### src/sqdiag_map.vh
// register offsets, field positions, reset values and timing counts
`ifndef SQDIAG_MAP_VH
`define SQDIAG_MAP_VH
// register addresses (word index on the plain port)
`define SQD_A_LOOPREQ   4'h0
`define SQD_A_LOOPSTAT  4'h1
`define SQD_A_SYSCFG    4'h2
`define SQD_A_SYSDIAG   4'h3
`define SQD_A_DIAGCTL   4'h4
`define SQD_A_CONVRES   4'h5
`define SQD_A_GNDLOSS   4'h6
`define SQD_A_DEPCFG0   4'h8
// loop request fields
`define SQD_LR_SRC      0
`define SQD_LR_SNK      1
`define SQD_LR_BYPASS   2
`define SQD_LR_MON      3
`define SQD_LR_PD       4
`define SQD_LR_PIN      5
`define SQD_LR_HSR      6
`define SQD_LR_HLGO     7
`define SQD_LR_CH_LO    8
`define SQD_LR_LK_LO    10
`define SQD_LR_TSEL_LO  12
`define SQD_LR_RST      16'h0010
// system test codes
`define SQD_ST_NONE     3'h0
`define SQD_ST_HSFET    3'h1
`define SQD_ST_LSFET    3'h2
`define SQD_ST_SAFE     3'h3
`define SQD_ST_TIMER    3'h4
// conversion request codes
`define SQD_CR_MEAS1    3'h1
`define SQD_CR_MEAS2    3'h2
`define SQD_CR_SAFREG   3'h3
`define SQD_CR_SAFNODE  3'h4
// system config
`define SQD_CFG_AUTOOFF 0
// timing, microseconds
`define SQD_FETTO_US    500
`define SQD_GLFILT_US   100
`define SQD_IDLE_US     8000
`define SQD_DEFPULSE_US 8
`define SQD_CLK_MHZ     50
`endif

### src/sqdiag_ctrl.v
// squib loop diagnostic control: measurement, fet, gnd loss, timer test
`timescale 1ns/1ps
`include "sqdiag_map.vh"
module sqdiag_ctrl #(
   parameter NCH       = 4,
   parameter FETTO_CYC = `SQD_FETTO_US * `SQD_CLK_MHZ,
   parameter IDLE_CYC  = `SQD_IDLE_US * `SQD_CLK_MHZ,
   parameter GLF_CYC   = `SQD_GLFILT_US * `SQD_CLK_MHZ
) (
   input  wire           CORE_CLK_IN,
   input  wire           RESETN_IN,
   input  wire [3:0]     ADDR_IN,
   input  wire [31:0]    WDATA_IN,
   input  wire           WR_IN,
   input  wire           RD_IN,
   output reg  [31:0]    RDATA_OUT,
   input  wire           DIAG_STATE_IN,
   input  wire           ADC_VALID_IN,
   input  wire [9:0]     ADC_DATA_IN,
   input  wire           CMP_HIGH_RES_UPPER_FLAG_IN,
   input  wire           CMP_HIGH_RES_LOWER_FLAG_IN,
   input  wire           CMP_STB_IN,
   input  wire           CMP_STG_IN,
   input  wire           GND_DROP_IN,
   output reg            SRC_EN_OUT,
   output reg            SNK_EN_OUT,
   output reg            SRC_TO_RET_OUT,
   output reg            MON_EN_OUT,
   output reg  [NCH-1:0] PULLDOWN_EN_OUT,
   output reg  [1:0]     CH_SEL_OUT,
   output reg            ADC_REQ_OUT,
   output reg  [2:0]     ADC_SEL_OUT,
   output reg  [NCH-1:0] HS_DRV_OUT,
   output reg  [NCH-1:0] LS_DRV_OUT,
   output reg            SAFE_REG_EN_OUT,
   output reg            TIMER_PROBE_OUT
);
   localparam TW = 20;
   localparam [TW-1:0] FET_T  = FETTO_CYC;
   localparam [TW-1:0] IDLE_T = IDLE_CYC;
   localparam [TW-1:0] GLF_T  = GLF_CYC;
   localparam [TW-1:0] DEF_T  = `SQD_DEFPULSE_US * `SQD_CLK_MHZ;
   // one-hot states of the test sequencer
   localparam [4:0] S_IDLE = 5'h01;
   localparam [4:0] S_FET  = 5'h02;
   localparam [4:0] S_TGAP = 5'h04;
   localparam [4:0] S_TPUL = 5'h08;
   localparam [4:0] S_HLV  = 5'h10;

   wire [7:0] cmp_s;
   wire       diag_s;
   wire       high_res_upper_flag;
   wire       high_res_lower_flag;
   wire       stb_s;
   wire       stg_s;
   wire       gdrop_s;
   wire       adcv_s;
   wire [9:0] adcd_s;
   wire       t_busy;
   wire       t_done;
   wire       g_busy;
   wire       g_done;

   reg [15:0]     lreq_r;
   reg            autooff_r;
   reg [2:0]      stest_r;
   reg [2:0]      creq_r;
   reg [9:0]      cres_r;
   reg            cres_new_r;
   reg [NCH-1:0]  gloss_r;
   reg            stb_lat_r;
   reg            stg_lat_r;
   reg            fet_on_r;
   reg            fet_hs_r;
   reg [4:0]      st_r;
   reg [1:0]      tch_r;
   reg [TW-1:0]   dep_r [0:NCH-1];
   reg [NCH-1:0]  dep_set_r;
   reg            t_load;
   reg [TW-1:0]   t_cnt;
   reg            g_arm;
   integer        i, j, k;

   // comparator and analog inputs cross from the analog domain
   sqdiag_sync #(.W(8)) u_sync (
      .clk_in   (CORE_CLK_IN),
      .rst_n_in (RESETN_IN),
      .d_in     ({CMP_HIGH_RES_UPPER_FLAG_IN, CMP_HIGH_RES_LOWER_FLAG_IN, CMP_STB_IN, CMP_STG_IN,
                  GND_DROP_IN, DIAG_STATE_IN, ADC_VALID_IN, 1'b0}),
      .q_out    (cmp_s)
   );
   assign high_res_upper_flag  = cmp_s[7];
   assign high_res_lower_flag  = cmp_s[6];
   assign stb_s   = cmp_s[5];
   assign stg_s   = cmp_s[4];
   assign gdrop_s = cmp_s[3];
   assign diag_s  = cmp_s[2];
   assign adcv_s  = cmp_s[1];

   // data held stable by the converter until valid; two stages for safety
   sqdiag_sync #(.W(10)) u_sdat (
      .clk_in   (CORE_CLK_IN),
      .rst_n_in (RESETN_IN),
      .d_in     (ADC_DATA_IN),
      .q_out    (adcd_s)
   );

   // shared timer for fet timeout, idle gaps and timer pulses
   sqdiag_timer #(.W(TW)) u_tmr (
      .clk_in   (CORE_CLK_IN),
      .rst_n_in (RESETN_IN),
      .load_in  (t_load),
      .stop_in  (1'b0),
      .count_in (t_cnt),
      .busy_out (t_busy),
      .done_out (t_done)
   );

   // ground loss filter restarts whenever the drop disappears
   sqdiag_timer #(.W(TW)) u_glf (
      .clk_in   (CORE_CLK_IN),
      .rst_n_in (RESETN_IN),
      .load_in  (g_arm & ~g_busy),
      .stop_in  (~g_arm),
      .count_in (GLF_T),
      .busy_out (g_busy),
      .done_out (g_done)
   );

   wire wr_lreq = WR_IN && (ADDR_IN == `SQD_A_LOOPREQ);
   wire wr_sys  = WR_IN && (ADDR_IN == `SQD_A_SYSDIAG);
   wire [2:0] scode = WDATA_IN[2:0];
   wire [1:0] lk_ch = lreq_r[`SQD_LR_LK_LO+1:`SQD_LR_LK_LO];
   wire [1:0] ms_ch = lreq_r[`SQD_LR_CH_LO+1:`SQD_LR_CH_LO];
   wire       meas  = lreq_r[`SQD_LR_SRC] & lreq_r[`SQD_LR_SNK];
   wire       res_rd = RD_IN && (ADDR_IN == `SQD_A_CONVRES);

   always @* begin
      g_arm = gdrop_s & (meas | (fet_on_r & fet_hs_r));
   end

   // sequencer timer load decode
   always @* begin
      t_load = 1'b0;
      t_cnt  = {TW{1'b0}};
      if (st_r == S_IDLE && wr_sys && diag_s &&
          (scode == `SQD_ST_HSFET || scode == `SQD_ST_LSFET)) begin
         t_load = 1'b1;
         t_cnt  = FET_T;
      end else if (st_r == S_IDLE && wr_sys && diag_s &&
                   scode == `SQD_ST_TIMER) begin
         t_load = 1'b1;
         t_cnt  = IDLE_T;
      end else if (st_r == S_TGAP && t_done) begin
         t_load = 1'b1;
         t_cnt  = dep_set_r[tch_r] ? dep_r[tch_r] : DEF_T;
      end else if (st_r == S_TPUL && t_done && tch_r != NCH - 1) begin
         t_load = 1'b1;
         t_cnt  = IDLE_T;
      end else if (st_r == S_IDLE && wr_lreq &&
                   WDATA_IN[`SQD_LR_HLGO]) begin
         t_load = 1'b1;
         t_cnt  = FET_T;
      end
   end

   // register writes, test sequencing and flag latching
   always @(posedge CORE_CLK_IN or negedge RESETN_IN) begin
      if (!RESETN_IN) begin
         lreq_r     <= `SQD_LR_RST;
         autooff_r  <= 1'b0;
         stest_r    <= `SQD_ST_NONE;
         creq_r     <= 3'h0;
         st_r       <= S_IDLE;
         tch_r      <= 2'h0;
         fet_on_r   <= 1'b0;
         fet_hs_r   <= 1'b0;
         stb_lat_r  <= 1'b0;
         stg_lat_r  <= 1'b0;
         dep_set_r  <= {NCH{1'b0}};
         SAFE_REG_EN_OUT <= 1'b0;
         TIMER_PROBE_OUT <= 1'b0;
         for (i = 0; i < NCH; i = i + 1) begin
            dep_r[i] <= {TW{1'b0}};
         end
      end else begin
         if (wr_lreq) begin
            lreq_r <= WDATA_IN[15:0];
         end
         // auto switch-off after the result is read
         if (res_rd && autooff_r && cres_new_r) begin
            lreq_r[`SQD_LR_SRC] <= 1'b0;
            lreq_r[`SQD_LR_SNK] <= 1'b0;
         end
         if (WR_IN && ADDR_IN == `SQD_A_SYSCFG) begin
            autooff_r <= WDATA_IN[`SQD_CFG_AUTOOFF];
         end
         if (WR_IN && ADDR_IN >= `SQD_A_DEPCFG0) begin
            dep_r[ADDR_IN[1:0]]     <= WDATA_IN[TW-1:0];
            dep_set_r[ADDR_IN[1:0]] <= 1'b1;
         end
         // flags cleared only by a new request command
         if (wr_lreq || wr_sys) begin
            stb_lat_r <= 1'b0;
            stg_lat_r <= 1'b0;
         end
         // leaving diagnostic state drops the safing supply
         if (!diag_s) begin
            SAFE_REG_EN_OUT <= 1'b0;
         end
         TIMER_PROBE_OUT <= (st_r == S_TPUL) && !t_done;
         case (st_r)
            S_IDLE: begin
               // system tests accepted only in diagnostic state
               if (wr_sys && diag_s) begin
                  stest_r <= scode;
                  if (scode == `SQD_ST_HSFET || scode == `SQD_ST_LSFET) begin
                     // flags already cleared above on this write
                     fet_on_r <= 1'b1;
                     fet_hs_r <= (scode == `SQD_ST_HSFET);
                     st_r     <= S_FET;
                  end else if (scode == `SQD_ST_SAFE) begin
                     SAFE_REG_EN_OUT <= 1'b1;
                  end else if (scode == `SQD_ST_TIMER) begin
                     tch_r <= 2'h0;
                     st_r  <= S_TGAP;
                  end else begin
                     SAFE_REG_EN_OUT <= 1'b0;
                  end
               end else if (wr_lreq && WDATA_IN[`SQD_LR_HLGO]) begin
                  // high-level run of the selected test
                  st_r <= S_HLV;
               end
            end
            S_FET: begin
               // stop on threshold or on timeout
               if ((fet_hs_r && stb_s) || (!fet_hs_r && stg_s) ||
                   t_done || !diag_s) begin
                  fet_on_r  <= 1'b0;
                  // result pair latched at the stop
                  stb_lat_r <= stb_s;
                  stg_lat_r <= stg_s;
                  st_r      <= S_IDLE;
               end
            end
            S_TGAP: begin
               // idle gap before each channel pulse
               if (t_done) begin
                  st_r <= S_TPUL;
               end
            end
            S_TPUL: begin
               if (t_done) begin
                  if (tch_r == NCH - 1) begin
                     st_r <= S_IDLE;
                  end else begin
                     tch_r <= tch_r + 2'h1;
                     st_r  <= S_TGAP;
                  end
               end
            end
            S_HLV: begin
               // monitor runs for the window, then comparators are kept
               if (t_done) begin
                  stb_lat_r <= stb_s;
                  stg_lat_r <= stg_s;
                  st_r      <= S_IDLE;
               end
            end
            default: begin
               st_r <= S_IDLE;
            end
         endcase
         if (WR_IN && ADDR_IN == `SQD_A_DIAGCTL) begin
            creq_r <= WDATA_IN[2:0];
         end
      end
   end

   // conversion request pulse and atomic result capture
   always @(posedge CORE_CLK_IN or negedge RESETN_IN) begin
      if (!RESETN_IN) begin
         ADC_REQ_OUT <= 1'b0;
         ADC_SEL_OUT <= 3'h0;
         cres_r      <= 10'h000;
         cres_new_r  <= 1'b0;
      end else begin
         ADC_REQ_OUT <= WR_IN && (ADDR_IN == `SQD_A_DIAGCTL);
         if (WR_IN && ADDR_IN == `SQD_A_DIAGCTL) begin
            ADC_SEL_OUT <= WDATA_IN[2:0];
         end
         // whole 10-bit word replaced at once; set wins
         if (adcv_s) begin
            cres_r     <= adcd_s;
            cres_new_r <= 1'b1;
         end else if (res_rd) begin
            cres_new_r <= 1'b0;
         end
      end
   end

   // ground loss latched after filter, read clears, set wins
   always @(posedge CORE_CLK_IN or negedge RESETN_IN) begin
      if (!RESETN_IN) begin
         gloss_r <= {NCH{1'b0}};
      end else begin
         for (j = 0; j < NCH; j = j + 1) begin
            if (g_done && j == (meas ? ms_ch : lk_ch)) begin
               gloss_r[j] <= 1'b1;
            end else if (RD_IN && ADDR_IN == `SQD_A_GNDLOSS) begin
               gloss_r[j] <= 1'b0;
            end
         end
      end
   end

   // analog switch and driver controls from request bits
   always @(posedge CORE_CLK_IN or negedge RESETN_IN) begin
      if (!RESETN_IN) begin
         SRC_EN_OUT      <= 1'b0;
         SNK_EN_OUT      <= 1'b0;
         SRC_TO_RET_OUT  <= 1'b0;
         MON_EN_OUT      <= 1'b0;
         PULLDOWN_EN_OUT <= {NCH{1'b1}};
         CH_SEL_OUT      <= 2'h0;
         HS_DRV_OUT      <= {NCH{1'b0}};
         LS_DRV_OUT      <= {NCH{1'b0}};
      end else begin
         // source and sink on the chosen channel
         SRC_EN_OUT <= lreq_r[`SQD_LR_SRC];
         SNK_EN_OUT <= lreq_r[`SQD_LR_SNK] | lreq_r[`SQD_LR_HSR];
         SRC_TO_RET_OUT <= lreq_r[`SQD_LR_BYPASS];
         // high resistance test uses monitor with sink
         MON_EN_OUT <= lreq_r[`SQD_LR_MON] | lreq_r[`SQD_LR_HSR] |
                       (st_r == S_HLV);
         CH_SEL_OUT <= (lreq_r[`SQD_LR_MON] || fet_on_r) ? lk_ch : ms_ch;
         // pulldown bit clear disables every return pulldown
         for (k = 0; k < NCH; k = k + 1) begin
            PULLDOWN_EN_OUT[k] <= lreq_r[`SQD_LR_PD] &&
               !(lreq_r[`SQD_LR_MON] && k == lk_ch);
            // drivers only while the fet test runs
            HS_DRV_OUT[k] <= fet_on_r && fet_hs_r && k == lk_ch;
            LS_DRV_OUT[k] <= fet_on_r && !fet_hs_r && k == lk_ch;
         end
      end
   end

   // register read data, one cycle after the strobe
   always @(posedge CORE_CLK_IN or negedge RESETN_IN) begin
      if (!RESETN_IN) begin
         RDATA_OUT <= 32'h00000000;
      end else if (RD_IN) begin
         case (ADDR_IN)
            `SQD_A_LOOPREQ:  RDATA_OUT <= {16'h0000, lreq_r};
            // live and latched flags, channel and pin under test
            `SQD_A_LOOPSTAT: RDATA_OUT <= {18'h00000, st_r, t_busy,
               lreq_r[`SQD_LR_PIN], lk_ch, fet_on_r, stg_lat_r,
               stb_lat_r, high_res_lower_flag, high_res_upper_flag};
            `SQD_A_SYSCFG:   RDATA_OUT <= {31'h00000000, autooff_r};
            `SQD_A_SYSDIAG:  RDATA_OUT <= {29'h00000000, stest_r};
            `SQD_A_DIAGCTL:  RDATA_OUT <= {29'h00000000, creq_r};
            `SQD_A_CONVRES:  RDATA_OUT <= {21'h000000, cres_new_r, cres_r};
            `SQD_A_GNDLOSS:  RDATA_OUT <= {{(32-NCH){1'b0}}, gloss_r};
            default: begin
               if (ADDR_IN >= `SQD_A_DEPCFG0) begin
                  RDATA_OUT <= {{(32-TW){1'b0}}, dep_r[ADDR_IN[1:0]]};
               end else begin
                  RDATA_OUT <= 32'h00000000;
               end
            end
         endcase
      end else begin
         RDATA_OUT <= 32'h00000000;
      end
   end
endmodule

### src/sqdiag_sync.v
// two flip-flop synchroniser for signals from outside the clock domain
`timescale 1ns/1ps
module sqdiag_sync #(
   parameter W = 1
) (
   input  wire         clk_in,
   input  wire         rst_n_in,
   input  wire [W-1:0] d_in,
   output wire [W-1:0] q_out
);
   reg [W-1:0] s1_r;
   reg [W-1:0] s2_r;
   // first stage feeds only the second
   always @(posedge clk_in or negedge rst_n_in) begin
      if (!rst_n_in) begin
         s1_r <= {W{1'b0}};
         s2_r <= {W{1'b0}};
      end else begin
         s1_r <= d_in;
         s2_r <= s1_r;
      end
   end
   assign q_out = s2_r;
endmodule

### src/sqdiag_timer.v
// down counter giving a done pulse after a loaded number of cycles
`timescale 1ns/1ps
module sqdiag_timer #(
   parameter W = 20
) (
   input  wire         clk_in,
   input  wire         rst_n_in,
   input  wire         load_in,
   input  wire         stop_in,
   input  wire [W-1:0] count_in,
   output wire         busy_out,
   output reg          done_out
);
   reg [W-1:0] cnt_r;
   // load wins over a running count; done is one cycle
   always @(posedge clk_in or negedge rst_n_in) begin
      if (!rst_n_in) begin
         cnt_r    <= {W{1'b0}};
         done_out <= 1'b0;
      end else begin
         done_out <= 1'b0;
         if (load_in) begin
            cnt_r <= count_in;
         end else if (stop_in) begin
            cnt_r <= {W{1'b0}};
         end else if (cnt_r != {W{1'b0}}) begin
            cnt_r <= cnt_r - 1'b1;
            if (cnt_r == {{(W-1){1'b0}}, 1'b1}) begin
               done_out <= 1'b1;
            end
         end
      end
   end
   assign busy_out = (cnt_r != {W{1'b0}});
endmodule

### config.mk
export PLATFORM = sky130hd
export DESIGN_NAME = sqdiag_ctrl
export DESIGN_NICKNAME = d
export VERILOG_FILES = /design/src/sqdiag_ctrl.v /design/src/sqdiag_sync.v /design/src/sqdiag_timer.v
export VERILOG_INCLUDE_DIRS = /design/src
export SDC_FILE = /design/constraint.sdc
export NUM_CORES = 1
export LEC_CHECK = 0
export BUFFER_PORTS_ARGS = -buffer_cell sky130_fd_sc_hd__buf_2
export CELL_PAD_IN_SITES_DETAIL_PLACEMENT = 1
export CELL_PAD_IN_SITES_GLOBAL_PLACEMENT = 1
export CORE_AREA = 5 5 147 177
export CTS_CLUSTER_SIZE = 8
export DETAILED_ROUTE_END_ITERATION = 12
export DIE_AREA = 0 0 152 182
export MAX_ROUTING_LAYER = met4
export PLACE_DENSITY_LB_ADDON = 0.1
export RECOVER_POWER = 25
export SETUP_SLACK_MARGIN = 0.02
export SLEW_MARGIN = 5
export SYNTH_ARGS = -nofsm -noshare
export SYNTH_HDL_FRONTEND = slang
export SYNTH_SLANG_ARGS = --single-unit
### constraint.sdc
create_clock -name CORE_CLK_IN -period 2.5 [get_ports CORE_CLK_IN]
set_input_delay 0.5 -clock CORE_CLK_IN [delete_from_list [all_inputs] [get_ports CORE_CLK_IN]]
set_output_delay 0.5 -clock CORE_CLK_IN [all_outputs]
set_load 0.005 [all_outputs]
Word level (Yosys, flattened, before mapping)
Index checks and enable logic that the tools add are counted.

storage, ports and cells
  register bits = 262
  bits in latches = 0
  RAM bits = 0
  bits in read-only memories = 0
  input port bits = 57
  output and inout bits = 56
  word-level logic and storage cells = 268
  memories kept = 0

cells by class
  add/sub/neg operators = 3
  multipliers = 0
  divide/modulo/power cells = 0
  order comparisons = 7
  equal/unequal tests = 39
  shift-type cells = 0
  muxes and demuxes = 86
  bitwise operators = 12
  reductions and logical operators = 79

operators by type and width
  operator                                                number
  two-way mux 20 bit                                      15
  one-hot mux 20 bit (7 select lines)                     1
  binary-select mux 20 bit (select 2 bit)                 2
  bitwise mux 80 bit                                      1
  logical AND 1 bit                                       47
  two-way mux 5 bit                                       9
  demux 20 bit (select 2 bit)                             1
  equality test 20 x 1 -> 1 bit (second input constant)   2
  nonzero test 20 bit                                     2
  subtractor 20 x 1 -> 20 bit (second input constant)     2
  two-way mux 1 bit                                       36
  equality test 1 x 32 -> 1 bit (first input constant)    1
  equality test 2 x 32 -> 1 bit (first input constant)    1
  zero test 32 bit                                        1
  two-way mux 32 bit                                      1
  one-hot mux 5 bit (5 select lines)                      1
  two-way mux 2 bit                                       10
  two-way mux 19 bit                                      1
  nonzero test 2 bit                                      9
  two-way mux 15 bit                                      1
  AND reduction 7 bit                                     2
  equality test 4 x 3 -> 1 bit (second input constant)    3
  inequality test 2 x 1 -> 1 bit (second input constant)  6
  inequality test 2 bit (second input constant)           5
  39 further kinds                                        66

Depth between registers and ports, before layout
  depth in word-level cells = 10
  mapped depth = 8
  gate-level depth less buffers = 7

Hierarchy
Synthesis repeated with hierarchy kept, for this count alone.

second synthesis, totals
  cell total of the unflattened synthesis = 975
  area total of the unflattened synthesis = 11882.6 um2

modules (own cells, without submodules)
  module                times used  cells an instance  area an instance (um2)
  sqdiag_ctrl           1           650                8368.0
  sqdiag_timer (u_tmr)  1           154                1352.5
  sqdiag_timer (u_glf)  1           135                1261.2
  sqdiag_sync (u_sdat)  1           20                 500.5
  sqdiag_sync (u_sync)  1           16                 400.4

Worst setup path after synthesis
Ideal clock, no wire load.

  path kind = reg-to-reg
  from = register u_glf.cnt_r[10]
  to = register u_glf.cnt_r[10]
  setup time = 0.119 ns
  arrival = 2.120 ns
  data required time = 2.381 ns
  slack = 0.262 ns
  stages on the path, launching flop included = 9
  path buffers = 3
  clock period less this slack = 2.238 ns
  cell sequence = dfrtp_1 or3_4 or3_1 buf_6 or4_4 buf_6 nand3_4 buf_8 nor2_1

between the ends
  cells in the longest elaborated chain, start to end = 4
  elaborated cells between the ends (all ways) = 8
  those cells by class = add/sub (1); eq/ne (1); mux (3); bitwise (2); reduce/logical (1)

ends and longest elaborated chain
  item                                                                         line                                                     RTL
  from (decl)                                                                  sqdiag_timer.v:14                                        reg [W-1:0] cnt_r;
  from (signal assigned)                                                       sqdiag_timer.v:18                                        cnt_r <= {W{1'b0}};
  from (signal assigned)                                                       sqdiag_timer.v:23                                        cnt_r <= count_in;
  from (signal assigned)                                                       sqdiag_timer.v:25                                        cnt_r <= {W{1'b0}};
  subtractor 20 x 1 -> 20 bit / nonzero test 20 bit (equally long branches)    sqdiag_timer.v:27, sqdiag_timer.v:26, sqdiag_timer.v:34
  two-way mux 20 bit / NOT 1 bit (equally long branches)                       sqdiag_timer.v:26, sqdiag_ctrl.v:123
  two-way mux 20 bit / bitwise AND 1 bit (equally long branches)               sqdiag_timer.v:24, sqdiag_ctrl.v:123
  two-way mux 20 bit / inequality test 3 x 2 -> 1 bit (equally long branches)  --

Parallel ways exist; a longest one is shown, timed or not. The select of a mux whose other input is x is not followed.
A chain may end at the register's enable or synchronous reset.

Worst setup path in the final report
  from = register u_tmr.cnt_r[12]
  to = register u_tmr.cnt_r[1]

between the ends
  cells in the longest elaborated chain, start to end = 2

ends and longest elaborated chain
  item                          line               RTL
  from (decl)                   sqdiag_timer.v:14
  from (signal assigned)        sqdiag_timer.v:18
  from (signal assigned)        sqdiag_timer.v:23
  from (signal assigned)        sqdiag_timer.v:25
  nonzero test 20 bit           sqdiag_timer.v:26  end else if (cnt_r != {W{1'b0}}) begin
  nonzero test 2 bit (no line)  --

No other way between the ends.

==> results.yml <==
floorplanning:
  die_w_um: 152
  num_io_pins: 113
  die-area_um2: 27700
  rows: 63
  die_h_um: 182
  core_area_um2: 24300
  start_util: 0.466
finish:
  syn2layout_area_growth_pct: 18.3
  final_util: 0.551
  drive_gt1_frac: 0.310
  fin_nets: 1114
sta:
  setup_ws_ps: 268
  period_needed_ps: 2230
  layout_worst_path_cycle_share: 0.893
  fmax_mhz: 448
  rsz0062_at_grt: "false"
  final-setup-viol-count: 0
  worst_pin_slew_ps: 1070
  fin_skew_ps: 13.6
  final-hold-violation-count: 0
  slew_viol_final: 0
  setup_tns_ps: 0
  slew_headroom: 0.283
flow_run:
  max_cap_violations: 0
yosys:
  synth_edf_count: 0
  yosysTopAreaCell: "dfrtp_1"
  synth_area_um2: 11300
  netlist_top_cells_count: "244 x dfrtp_1, 102 x nand2_1, 92 x mux2_2"
  synthSimpleGateAreaFrac: 0.121
  synthMuxAreaShare: 0.182
  synth.most_common_cell: "dfrtp_1"
  ys_types: 65
  synth_top_family_by_area: "multiplexers"
  netlist.area_leader.share: 0.539
  synth_ff_type: "dfrtp_1"
  syn_avg_cell_area_um2: 12.3
  synth-xor-area-share: 0.0232
  synth_seq_area_share: 0.553
  postSynth.asyncResetShare: 1.00
  yosys-top-cells-area: "dfrtp_1 54%, mux2_2 9.2%, mux4_2 8.2%, nand2_1 3.4%, nor2_1 1.7%"
  yosys_warnings: 0
  synth_seq_cells: 250
  syn-instance-count: 921
  synth_compound_gate_area_share: 0.0766
  synth_fa_ha_area_frac: 0.00774
setup_path:
  crit_family: "simple AND/OR/NAND/NOR gates"
  reg2reg_setup_slack_ps: 270
  cp_num_buf_inv: 1
  endpoint_kind: "flip-flop"
  crit_arrival_ps: 2610
  reg2regPathDepth: 6
  start_kind: "flip-flop"
  cp_max_fo: 14
  max_stage_delay_ps: 570
  cp_cell_sequence: "nor4_1 -> nand2_1 -> or3_1 -> nor3_2 -> buf_4 -> a22oi_1"
  crit_type: "reg -> reg"
  slowest_stage: "or3_1"
  crit_cells: 6
  critical_path_required_ps: 2880
global_routing:
  antenna_found_initial: 1
  grt_usage: 0.235
  overflow: 0
  grt_pass1_vias: 8937
  grt_pass1_wl_mm: 50.3
  grt_max_degree: 70
power_and_ir_drop:
  p_leak_uw: 0.00604
  vdd_drop_max_mv: 0.756
  p_total_uw: 12600
  p_per_area_nw_per_um2: 941
clock_network:
  cts_tree: "built"
  clkSlewWorstSetupHoldPaths_ps: 50
  clock_path_buffers: 3
  cts-htree-levels: 2
  cts_made_buffers: 37
  cts-root-buf: "clkbuf_16"
  clkLatencyLatePin_ps: 520
  cts_sinks: 250
  postCtsSetupBuffers: 0
route:
  vias_per_cell: 5.68
  firstDrtPassIters: 5
  antenna_left: 0
  wl_mm: 31.1
  drtIter0Drc: 424
  drc: 0
  vias: 7916
  post_drt_wl_per_cell_um: 22.4
min_path:
  hp-class: "in -> reg"
  hold_depth: 1
placed_design:
  dp_slack_ps: 127
  dp.final_hpwl_mm: 21.9
  portBuffers: 88
  place_congestion: 0.801
outcome:
  status: "finished, final reports clean"
==> metal layers <==
layer	vias to the layer above	global-route usage	share of wire
met4	0	0.0655	0.023
met3	46	0.0369	0.041
met1	4151	0.286	0.41
met5	-	-	0
met2	153	0.410	0.53
li1	3566	-	-
==> placed cells by master (no fill, tap or decap), types with 21 or more instances in the layout <==
cell type | Yosys | routed
a21oi_1 | 32 | 32
buf_2 | 8 | 86
buf_4 | 12 | 46
clkbuf_16 | 0 | 37
dfrtp_1 | 244 | 244
inv_1 | 22 | 22
mux2_2 | 92 | 92
mux4_2 | 41 | 41
nand2_1 | 102 | 102
nor2_1 | 51 | 51
o21ai_0 | 21 | 21
==> power by group <==
| group | switching [µW] | internal, µW | leakage, µW |
|---|---|---|---|
| Clock | 1760 | 2720 | 0.000497 |
| Sequential | 621 | 4820 | 0.00306 |
| Combinational | 1300 | 1370 | 0.00249 |
| Total | 3690 | 8920 | 0.00604 |
==> worst register-to-register path, delay by kind of cell (launching register included) <==
family | cells | cell delay [ps]
AO/OA/AOI/OAI | 1 | 120
buffers and inverters | 1 | 240
flip-flops | 1 | 390
AND/OR/NAND/NOR | 4 | 1330
==> through the flow <==
step | instances | cell area (µm²) | hold WS (ps)
2_1_floorplan | 932 | 11400 | 204
3_3_place_gp | 1335 | 12400 | 332
3_5_place_dp | 1335 | 12400 | 336
4_1_cts | 1392 | 13400 | 71.6
5_1_grt | 1393 | 13400 | 72.1
6_report | 1393 | 13400 | 88.9
==> repair_timing <==
item	4_1_cts	5_1_grt
endpoints found under the setup margin	0	1
gates resized for setup	0	1
endpoints found under the hold margin	31	0
hold buffers	1	0
==> path summary, 6_finish.rpt <==
check	startpoint	endpoint
worst min register to register	u_sync.s1_r[1]$_DFF_PN0_	u_sync.q_out[1]$_DFF_PN0_
min in group asynchronous	RESETN_IN	u_sync.q_out[5]$_DFF_PN0_
worst max register to register	u_tmr.cnt_r[12]$_DFFE_PN0P_	u_tmr.cnt_r[1]$_DFFE_PN0P_
max in group asynchronous	RESETN_IN	PULLDOWN_EN_OUT[3]$_DFF_PN1_
worst max-delay path	u_tmr.cnt_r[12]$_DFFE_PN0P_	u_tmr.cnt_r[1]$_DFFE_PN0P_
worst min-delay path	CMP_HIGH_RES_UPPER_FLAG_IN	u_sync.s1_r[7]$_DFF_PN0_
==> registers in the layout, indices dropped and copies added, names as in the netlist, 5 cells and up <==
name and flops:
u_sync.s1_r 7, u_sdat.s1_r 10, cres_r 10, st_r 5
RDATA_OUT 20, u_glf.cnt_r 20, u_sdat.q_out 10, u_tmr.cnt_r 20
dep_r 80, lreq_r 16, u_sync.q_out 7
==> cell families after synthesis <==
kind of cell	Yosys count
and+or+nand+nor	276
DFF	250
muxes	143
AOI/OAI and AO/OA	127
buffers and inverters	87
xor gates and xnor gates	30
adders and majority gates	7
other	1
==> cell type report <==
type	instances	area, µm²
fillers	2552	10900
flip-flops and latches	250	6260
multi-input cells	595	4700
clock buffers	52	982
repair buffers	144	905
well taps	325	407
inverters	22	82.6
clock inverters	4	46.3
diodes	1	2.50
(Power assumes the default switching activity.)
